File: src/ados_pkg.sv
// Constants shared by the output stage and its dither generator.
// Assumes a 40 MHz APB clock and 32-bit APB data.
package ados_pkg;
	localparam int          DATA_W       = 16;
	localparam int          DITHER_W     = 8;
	localparam int          LFSR_W       = 23;
	localparam int          LFSR_TAP_A   = 22;
	localparam int          LFSR_TAP_B   = 17;
	localparam logic [22:0] LFSR_SEED    = 23'h2A5A5B;
	localparam int          ADDR_W       = 8;
	localparam int          SYNC_STAGES  = 2;

	// Register byte offsets
	localparam logic [7:0]  OFS_CTRL     = 8'h00;
	localparam logic [7:0]  OFS_STATUS   = 8'h04;
	localparam logic [7:0]  OFS_MASK     = 8'h08;
	localparam logic [7:0]  OFS_LAST     = 8'h0C;
	localparam logic [7:0]  OFS_COUNT    = 8'h10;

	// Control fields
	localparam int          CTRL_SCRAMBLE = 0;
	localparam int          CTRL_TWOS     = 1;
	localparam int          CTRL_DITHER   = 2;
	localparam int          CTRL_W        = 3;
	localparam logic [2:0]  CTRL_RESET    = 3'h0;

	// Status and mask fields
	localparam int          ST_SAMPLE    = 0;
	localparam int          ST_RANGE     = 1;
	localparam int          ST_W         = 2;
	localparam logic [1:0]  MASK_RESET   = 2'h0;

	// Last-word register layout
	localparam int          LAST_FLAG    = 16;

	localparam logic [31:0] RD_ZERO      = 32'h0000_0000;
endpackage : ados_pkg

File: src/ados_dither_if.sv
// Carrier between the output stage and its dither generator.
// Assumes both ends run on the APB clock.
`timescale 1ns/10ps
interface ados_dither_if #(
	parameter int W = 8
);
	logic         step;
	logic         enable;
	logic [W-1:0] value;

	modport gen  (input step, input enable, output value);
	modport user (output step, output enable, input value);
endinterface : ados_dither_if

File: src/ados_dither_gen.sv
// Long-sequence pseudo-random source for the dither path.
// Assumes step is a one-cycle pulse on the APB clock.
`timescale 1ns/10ps
module ados_dither_gen
	import ados_pkg::*;
(
	input  wire logic pclk,
	input  wire logic presetn,
	ados_dither_if.gen bus
);
	logic [LFSR_W-1:0] state;
	logic [DITHER_W-1:0] value_q;

	// Advances once per accepted sample while dither is on
	always_ff @(posedge pclk or negedge presetn) begin
		if (!presetn) begin
			state <= LFSR_SEED;
		end else if (bus.step && bus.enable) begin
			state <= {state[LFSR_W-2:0], state[LFSR_TAP_A] ^ state[LFSR_TAP_B]};
		end
	end

	// Registered value, zero while dither is off
	always_ff @(posedge pclk or negedge presetn) begin
		if (!presetn) begin
			value_q <= '0;
		end else if (bus.enable) begin
			value_q <= state[DITHER_W-1:0];
		end else begin
			value_q <= '0;
		end
	end

	assign bus.value = value_q;
endmodule : ados_dither_gen

File: src/ados_output_stage.sv
// Digital output stage: result word, range flag, output clock pair, dither.
// Assumes an APB master on pclk and a sample strobe slower than pclk / 4.
//
// Function
// one 16-bit word per strobe period
// range flag high when input out of range
// delayed strobe out, true and complement
// true clock falls as data update
// capture latches on true rise
// capture syncs using output clock pair (the capture model uses the true clock only)
// scramble XORs LSB into upper bits
// capture XORs LSB back to descramble
// scramble leaves LSB, flag, clocks alone
// scramble only while enable is high
// dither optional, off unless selected
// pseudo-random dither subtracted from result
// offset binary or two's complement select
// format and dither before scramble, aligned
//
// The implementer's own choices: register access over APB and the register offsets.
`timescale 1ns/10ps
module ados_output_stage
	import ados_pkg::*;
(
	input  wire logic                pclk,
	input  wire logic                presetn,
	input  wire logic                psel,
	input  wire logic                penable,
	input  wire logic                pwrite,
	input  wire logic [ADDR_W-1:0]   paddr,
	input  wire logic [31:0]         pwdata,
	output logic      [31:0]         prdata,
	output logic                     pready,
	output logic                     pslverr,
	output logic                     irq,
	input  wire logic                sample_strobe_in,
	input  wire logic [DATA_W-1:0]   conv_result,
	input  wire logic                conv_over,
	input  wire logic                conv_under,
	output logic      [DATA_W-1:0]   data_out,
	output logic                     range_flag,
	output logic                     sample_clock_out_true,
	output logic                     sample_clock_out_comp,
	output logic      [DITHER_W-1:0] dither_dac
);

	function automatic logic [DATA_W-1:0] ados_format(input logic [DATA_W-1:0] w,
		input logic twos);
		ados_format = twos ? {~w[DATA_W-1], w[DATA_W-2:0]} : w;
	endfunction : ados_format

	function automatic logic [DATA_W-1:0] ados_scramble(input logic [DATA_W-1:0] w,
		input logic en);
		ados_scramble = en ? {w[DATA_W-1:1] ^ {(DATA_W-1){w[0]}}, w[0]} : w;
	endfunction : ados_scramble

	// Synchronisers for strobe and analogue-side result
	logic [SYNC_STAGES-1:0] strobe_sync;
	logic                   strobe_prev;
	logic [DATA_W-1:0]      result_s1;
	logic [DATA_W-1:0]      result_s2;
	logic [1:0]             range_s1;
	logic [1:0]             range_s2;

	always_ff @(posedge pclk or negedge presetn) begin
		if (!presetn) begin
			strobe_sync <= '0;
			strobe_prev <= 1'b0;
		end else begin
			strobe_sync <= {strobe_sync[SYNC_STAGES-2:0], sample_strobe_in};
			strobe_prev <= strobe_sync[SYNC_STAGES-1];
		end
	end

	always_ff @(posedge pclk or negedge presetn) begin
		if (!presetn) begin
			result_s1 <= '0;
			result_s2 <= '0;
			range_s1  <= '0;
			range_s2  <= '0;
		end else begin
			result_s1 <= conv_result;
			result_s2 <= result_s1;
			range_s1  <= {conv_over, conv_under};
			range_s2  <= range_s1;
		end
	end

	logic strobe_rise;
	logic strobe_fall;

	assign strobe_rise = strobe_sync[SYNC_STAGES-1] & ~strobe_prev;
	assign strobe_fall = ~strobe_sync[SYNC_STAGES-1] & strobe_prev;

	// Control register
	logic [CTRL_W-1:0] ctrl;
	logic              scramble_enable;
	logic              format_twos;
	logic              dither_enable;

	assign scramble_enable = ctrl[CTRL_SCRAMBLE];
	assign format_twos     = ctrl[CTRL_TWOS];
	assign dither_enable   = ctrl[CTRL_DITHER];

	// APB decode
	logic wr_go;
	logic setup;

	assign setup = psel & ~penable;
	assign wr_go = psel & penable & pready & pwrite;

	always_ff @(posedge pclk or negedge presetn) begin
		if (!presetn) begin
			ctrl <= CTRL_RESET;
		end else if (wr_go && paddr == OFS_CTRL) begin
			ctrl <= pwdata[CTRL_W-1:0];
		end
	end

	// Dither generator
	ados_dither_if #(.W(DITHER_W)) dith_bus ();

	assign dith_bus.step   = strobe_rise;
	assign dith_bus.enable = dither_enable;
	assign dither_dac      = dith_bus.value;

	ados_dither_gen u_dither (
		.pclk    (pclk),
		.presetn (presetn),
		.bus     (dith_bus.gen)
	);

	// Word path: subtract dither, format, then scramble
	logic [DATA_W-1:0] next_plain;
	logic [DATA_W-1:0] next_word;
	logic [DATA_W-1:0] dither_sub;
	logic [DATA_W-1:0] plain_word;

	always_comb begin
		dither_sub = dither_enable ? {{(DATA_W-DITHER_W){1'b0}}, dith_bus.value} : '0;
		next_plain = ados_format(DATA_W'(result_s2 - dither_sub), format_twos);
		next_word  = ados_scramble(next_plain, scramble_enable);
	end

	always_ff @(posedge pclk or negedge presetn) begin
		if (!presetn) begin
			data_out   <= '0;
			plain_word <= '0;
			range_flag <= 1'b0;
		end else if (strobe_rise) begin
			data_out   <= next_word;
			plain_word <= next_plain;
			range_flag <= |range_s2;
		end
	end

	// Output clock pair follows the strobe, true clock falling with each update
	always_ff @(posedge pclk or negedge presetn) begin
		if (!presetn) begin
			sample_clock_out_true <= 1'b1;
			sample_clock_out_comp <= 1'b0;
		end else if (strobe_rise) begin
			sample_clock_out_true <= 1'b0;
			sample_clock_out_comp <= 1'b1;
		end else if (strobe_fall) begin
			sample_clock_out_true <= 1'b1;
			sample_clock_out_comp <= 1'b0;
		end
	end

	// Sample counter and last word
	logic [31:0] sample_count;

	always_ff @(posedge pclk or negedge presetn) begin
		if (!presetn) begin
			sample_count <= '0;
		end else if (wr_go && paddr == OFS_COUNT) begin
			sample_count <= '0;
		end else if (strobe_rise) begin
			sample_count <= sample_count + 32'h0000_0001;
		end
	end

	// Interrupt status, write one to clear, set wins
	logic [ST_W-1:0] status;
	logic [ST_W-1:0] mask;
	logic [ST_W-1:0] status_set;
	logic [ST_W-1:0] status_clr;

	assign status_set = {strobe_rise & (|range_s2), strobe_rise};
	assign status_clr = (wr_go && paddr == OFS_STATUS) ? pwdata[ST_W-1:0] : '0;

	always_ff @(posedge pclk or negedge presetn) begin
		if (!presetn) begin
			status <= '0;
		end else begin
			status <= (status & ~status_clr) | status_set;
		end
	end

	always_ff @(posedge pclk or negedge presetn) begin
		if (!presetn) begin
			mask <= MASK_RESET;
		end else if (wr_go && paddr == OFS_MASK) begin
			mask <= pwdata[ST_W-1:0];
		end
	end

	always_ff @(posedge pclk or negedge presetn) begin
		if (!presetn) begin
			irq <= 1'b0;
		end else begin
			irq <= |(status & mask);
		end
	end

	// Read mux, registered during setup
	logic [31:0] next_rdata;
	logic        next_err;

	always_comb begin
		next_rdata = RD_ZERO;
		next_err   = 1'b0;
		case (paddr)
			OFS_CTRL:   next_rdata[CTRL_W-1:0] = ctrl;
			OFS_STATUS: next_rdata[ST_W-1:0] = status;
			OFS_MASK:   next_rdata[ST_W-1:0] = mask;
			OFS_LAST: begin
				next_rdata[DATA_W-1:0] = data_out;
				next_rdata[LAST_FLAG]  = range_flag;
			end
			OFS_COUNT:  next_rdata = sample_count;
			default:    next_err = 1'b1;
		endcase
	end

	always_ff @(posedge pclk or negedge presetn) begin
		if (!presetn) begin
			pready  <= 1'b0;
			pslverr <= 1'b0;
			prdata  <= RD_ZERO;
		end else begin
			pready  <= setup;
			pslverr <= setup & next_err;
			prdata  <= (setup && !pwrite) ? next_rdata : RD_ZERO;
		end
	end
endmodule : ados_output_stage

File: config.mk
export PLATFORM = sky130hd
export DESIGN_NAME = ados_output_stage
export DESIGN_NICKNAME = d
export VERILOG_FILES = /design/src/ados_pkg.sv /design/src/ados_dither_if.sv /design/src/ados_dither_gen.sv /design/src/ados_output_stage.sv
export SDC_FILE = /design/constraint.sdc
export NUM_CORES = 1
export LEC_CHECK = 0
export ABC_CLOCK_PERIOD_IN_PS = 6820
export BUFFER_PORTS_ARGS = -buffer_cell sky130_fd_sc_hd__buf_2
export CORE_ASPECT_RATIO = 0.9
export CORE_MARGIN = 4
export CORE_UTILIZATION = 60
export DETAILED_ROUTE_END_ITERATION = 8
export HOLD_SLACK_MARGIN = 0.05
export MAX_ROUTING_LAYER = met4
export PLACE_DENSITY = 0.89
export RECOVER_POWER = 100
export SLEW_MARGIN = 20
export SYNTH_ARGS = -nofsm -noshare
export SYNTH_HDL_FRONTEND = slang
export SYNTH_SLANG_ARGS = --single-unit
File: constraint.sdc
create_clock -name pclk -period 6.82 [get_ports pclk]
set_input_delay 2.046 -clock pclk [delete_from_list [all_inputs] [get_ports pclk]]
set_output_delay 2.046 -clock pclk [all_outputs]
set_load 0.01 [all_outputs]
==> results of run 1 <==
-- layout by cell type (no fill, tap or decap), types with 11 or more instances in the layout --
master	n
and2_0	24
nand2_1	37
xnor2_1	15
or3_1	11
buf_2	33
a22oi_1	14
clkbuf_16	17
clkbuf_1	64
ha_1	12
nand3_1	12
dfstp_2	13
mux2_2	27
o21ai_0	16
dfrtp_1	150
a21oi_1	24
xor2_1	28
nor2_1	62
-- worst register-to-register path: cells and delay by family (launching register included) --
kind / cells / cell delay (ns)
flops: 1 / 0.75
compound gates: 3 / 1.12
simple gates: 3 / 0.57
fa+ha+maj: 2 / 0.45
-- power breakdown --
| group | switching (mW) | internal (mW) | leakage [nW] |
|---|---|---|---|
| combinational | 0.110 | 0.0765 | 1.19 |
| clock | 0.413 | 0.511 | 0.277 |
| sequential | 0.0752 | 1.03 | 2.01 |
| total | 0.598 | 1.62 | 3.48 |
-- area by class of cell --
type	instances	share of cell area, %
clock buffers	17	5.41
clock inverters	15	1.81
inverters	8	0.382
multi-input cells	375	32.5
flip-flops and latches	163	52.1
well taps	152	2.42
repair buffers	100	5.41
-- synthesized netlist by cell type, types with 2 or more instances --
cell,count
nor2_1,62
and3_1,5
o21ai_0,16
and2_1,27
nor4_1,2
buf_4,3
a22oi_1,14
a31oi_1,4
nor3_1,4
mux2_2,28
or4_1,2
clkbuf_1,14
a311o_1,3
nand3_1,12
mux2i_1,5
nand4_1,8
dfstp_2,13
nand3b_1,2
a31o_2,2
nor2b_1,7
nand4_4,2
or2_2,2
dfrtp_1,150
ha_1,12
or3_1,11
inv_1,8
nand2_1,37
a21oi_1,24
nand4_2,2
and4_1,6
o22ai_1,2
xnor2_1,15
xor2_1,28
o31ai_1,4
a21o_1,7
buf_2,6
nand2b_1,3
nor4_4,5
-- logic make-up after synthesis --
kind of cell | count (synthesis)
xor+xnor | 43
simple gates | 202
fa+ha+maj | 13
buf+inv | 32
flops | 163
compound gates | 83
mux | 34
-- state kept, by name, indices dropped and copies added (netlist names), 2 cells and up --
signal / cells
prdata: 32
u_dither.bus.value: 8
strobe_sync: 2
range_s2: 2
range_s1: 2
ctrl: 3
result_s1: 16
data_out: 16
u_dither.state: 23
sample_count: 32
result_s2: 16
mask: 2
status: 2
-- path summary, 6_finish.rpt --
path / start / end / slack, ns / cells past startpoint
max in group asynchronous: presetn / result_s1[9] / 2.66 / 2
hold reg to reg: result_s1[0] / result_s2[0] / 0.34 / 0
setup / recovery: paddr[0] / prdata[7] / 1.97 / 5
min in group asynchronous: presetn / prdata[5] / 2.37 / 1
setup reg to reg: ctrl[2] / data_out[12] / 3.81 / 8
hold / removal: result_s1[0] / result_s2[0] / 0.34 / 0
-- per-layer routing --
| metal | share of wire (%) | up-vias | wire, microns | GRT usage (%) |
|---|---|---|---|---|
| li1 | - | 2161 | - | - |
| met1 | 42 | 2287 | 5750 | 27.7 |
| met2 | 51 | 136 | 6950 | 37.9 |
| met3 | 4.7 | 25 | 633 | 5.71 |
| met4 | 2.0 | 0 | 277 | 9.06 |
| met5 | 0 | - | 0 | - |
==> metrics.txt, run 1 <==
RSZ-0062 raised after global routing no; Netlist cell types 51; setup_tns 0 ns; final worst path period share 71.1%; # diodes 0; worst-margin pin slew 2.52 ns; Yosys top cell by area dfrtp_1; Area contributors post-synth dfrtp_1 (55%), dfstp_2 (5.0%), mux2_2 (4.6%); number of synthesized flops with an enable pin 0; vias per cell 5.55; maxcap violations 3; Area Overhead vs Synth 15.1%; run status finished with violations; Seq/Total Area, Yosys 59.9%; Cells after Synth 570; die height 109 microns; clk_lat worst skew 0.43 ns; hold slack 0.345 ns; violated checks capacitance limit, slew limit; Initial Util 62.2%; CTS root buf clkbuf_16; htree depth 4; Mapped Area 6830 sq um; CTS tree built; first-pass GRT wire length 22700 microns; area of the multi-input gates 2550 sq um; Compound-Gate Fraction of Synth Area 7.82%; clock buffer depth 2; Avg WL per Cell 16.4 microns; Pleak 3.48 nW; worst hold-check path type register to register; port bufs 96; Setup Crit Path Kind input pin to register; placed cell count 798; Post-CTS Resized 0; final net count 742; Yosys warnings 0; number of remaining DRC errors 0; I/O pin count 126; Slew HR -67.7%; hold_buf cts 0; Max FO, Critical Path 15; # fillers 786; mux contribution to synthesized area 5.51%; clock sink count 163; remaining antenna violation count after routing 0; setup ws final 1.97 ns; GRT Util Overall 23.0%; crit-path max cell delay 1.87 ns; critical path endpoint category register; Placed Area 7430 sq um; worst path cell trace buf_2, or4_1, nor4_1, a22oi_1, nor2_1; full die area 13200 sq um; post-synthesis net count 647; Total Wirelength 13600 microns; vias in the first global route 4688; post-synthesis xor/xnor area fraction 5.51%; Num CTS Buffers 17; Post-synth top flop dfrtp_1; fin cells 830; post-route core utilization 71.6%; overall power 2.22 mW; Crit path max-delay family simple AND/OR/NAND/NOR gates; Detailed Place HPWL 9090 microns; asr flop ratio synth 100%; Buf/Inv on CP 1; antenna violations before repair 0; Row Count 36; share of cells above drive strength 1 17.7%; CORE AREA 11000 sq um; Layout Skew 0.0127 ns; FF+latch count, synth 163; Avg Inst Size Synth 12.0 sq um; main combinational cell family by area after synthesis simple AND/OR/NAND/NOR gates; vias 4609; element type at the critical path start input pin; post-synthesis simple-gate area fraction 16.7%; pre-CTS setup slack 2.61 ns; Final GP Congestion 0.867; Design Area, Final 7860 sq um; pin count of the biggest net entering global routing 109; Setup violations, final 0; GRT overflow 0; peak supply drop 0.244 mV; post-synthesis adder-cell area fraction 2.49%; pwr/cell area 282 nW/um^2; postcts setup bufs 0; area share of the largest cell type after synthesis 54.9%; Final Hold Fails 0; Worst Path Required 7.16 ns; timing-limited maximum frequency 0.206 GHz; Tmin final 4.85 ns; drt pass-1 iters 4; Register Area 4100 sq um; Final Max Slew Viols 141; DR iter-0 viols 343; CP max stage cell nor4_1; CTS clock-pin slew for the worst setup and hold paths 0.07 ns; Horiz. Die Dim 120 microns; WP data arrival 5.19 ns
Power figures use the tool's default switching activity.
==> run 2: changes to the inputs <==
ABC_CLOCK_PERIOD_IN_PS = 4800   (was 6820)
CORE_UTILIZATION = 55   (was 60)
PLACE_DENSITY = 0.83   (was 0.89)
clock period = 4.8 ns   (was 6.82 ns; I/O delays follow)
==> run 2 against run 1 <==
Compared with the run above: the run still ends with capacitance limit, slew limit left; hold slack better by 0.0035 ns; clock power up 50%; die area up 8.4%; via count down 0.76%; design area up 0.62%; final cell count up 0.96%; non-clock buffer count unchanged; combinational power up 45%; register-to-register slack worse by 2.3 ns; sequential share of layout area down 0.32 points; sequential power up 42%; total power up 46%.
==> metrics.txt, run 2 (same netlist as run 1, synthesis figures left out) <==
postcts setup bufs 0; Final GP Congestion 0.845; Reg2Reg Depth 8; peak supply drop 0.290 mV; final net count 742; Avg WL per Cell 16.3 microns; clock buffer depth 2; Num CTS Buffers 17; Final Max Slew Viols 137; reg-to-reg startpoint strobe_prev; I/O pin count 126; R2R setup slack 1.54 ns; run status finished with violations; commonest non-fill, non-tap cells in the layout dfrtp_1 (150), clkbuf_1 (67), nor2_1 (62); GRT overflow 0; # diodes 0; critical path endpoint category register; violated checks capacitance limit, slew limit; pin count of the biggest net entering global routing 107; Max FO, Critical Path 14; vias per cell 5.46; Initial Util 56.4%; vias 4574; port bufs 96; GRT Util Overall 20.9%; Tmin final 3.63 ns; crit-path max cell delay 1.28 ns; final worst path period share 75.6%; Horiz. Die Dim 126 microns; Pleak 3.48 nW; min-delay src result_s1[14]; setup ws final 1.17 ns; die height 114 microns; clock sink count 163; element type at the critical path start input pin; pwr/cell area 409 nW/um^2; worst path cell trace buf_2, or4_1, nor3_1, a22oi_1, nor2_1; post-route core utilization 65.3%; Setup Crit Path Kind input pin to register; CORE AREA 12100 sq um; RSZ-0062 raised after global routing no; Register Area 4100 sq um; area of the multi-input gates 2550 sq um; antenna violations before repair 0; pre-CTS setup slack 1.23 ns; hold endpoint result_s2[14]; share of cells above drive strength 1 17.1%; Slew HR -73.2%; hold_buf cts 0; setup_tns 0 ns; clk_lat worst skew 0.43 ns; # fillers 925; htree depth 4; Post-CTS Resized 0; most common cell after layout, fill and taps aside dfrtp_1; DR iter-0 viols 420; Area Overhead vs Synth 15.8%; Final Hold Fails 0; CP max stage cell nor3_1; maxcap violations 3; Total Wirelength 13600 microns; Worst Path Required 5.14 ns; remaining antenna violation count after routing 0; drt pass-1 iters 4; first-pass GRT wire length 23200 microns; Row Count 38; Setup violations, final 0; Layout Skew 0.00996 ns; timing-limited maximum frequency 0.275 GHz; Buf/Inv on CP 1; hold depth 0; vias in the first global route 4719; biggest regs prdata: 32 flops, sample_count: 32 flops, u_dither.state: 23 flops; CTS tree built; Crit path max-delay family simple AND/OR/NAND/NOR gates; number of remaining DRC errors 0; worst-margin pin slew 2.60 ns; CTS root buf clkbuf_16; full die area 14300 sq um; Detailed Place HPWL 9150 microns; worst hold-check path type register to register; CTS clock-pin slew for the worst setup and hold paths 0.06 ns; R2R Path End sample_count[17]; WP data arrival 3.97 ns
==> run 2: metal layers <==
layer | share of wire (%) | track usage [%] | up-vias
li1 | - | - | 2168
met1 | 43 | 25.3 | 2301
met2 | 51 | 34.7 | 85
met3 | 3.8 | 5.52 | 20
met4 | 1.7 | 7.01 | 0
met5 | 0 | - | -
==> run 2: power by group <==
| part | switching [mW] | total [mW] | internal, mW |
|---|---|---|---|
| Clock | 0.567 | 1.39 | 0.825 |
| Combinational | 0.161 | 0.272 | 0.111 |
| Sequential | 0.111 | 1.58 | 1.46 |
==> run 2: worst reg2reg max path, stage by stage, from the launching register on <==
cell and delay (ns):
dfrtp_1 0.37, inv_1 0.06, ha_1 0.58, clkbuf_1 0.64, nand4_1 0.24, nor3_1 0.72
nand4_1 0.22, xor2_1 0.20, nor2_1 0.06
==> run 2: through the flow <==
step / hold slack, ns / total power [mW] / cells / area, sq um
2_1_floorplan: 0.331 / 1.74 / 570 / 6830
3_3_place_gp: 0.333 / 1.85 / 806 / 7450
3_5_place_dp: 0.335 / 1.87 / 806 / 7450
4_1_cts: 0.346 / 3.27 / 838 / 8060
5_1_grt: 0.353 / 3.36 / 838 / 7910
6_report: 0.348 / 3.24 / 838 / 7910
==> run 2: area by class of cell <==
cell class,count,area share (%)
Sequential cell,163,51.8
Multi-Input combinational cell,375,32.2
Timing Repair Buffer,100,5.47
Clock buffer,18,5.42
Tap cell,160,2.53
Clock inverter,14,2.21
Inverter,8,0.380
==> run 2: how the worst max path moves through the flow <==
stage	from	to	cells past startpoint
5_1_grt	presetn	prdata[14]	1
2_1_floorplan	paddr[0]	ctrl[2]	5
3_5_place_dp	paddr[0]	prdata[7]	5
3_3_place_gp	paddr[0]	prdata[7]	5
4_1_cts	paddr[0]	prdata[7]	5
6_report	paddr[0]	prdata[7]	5
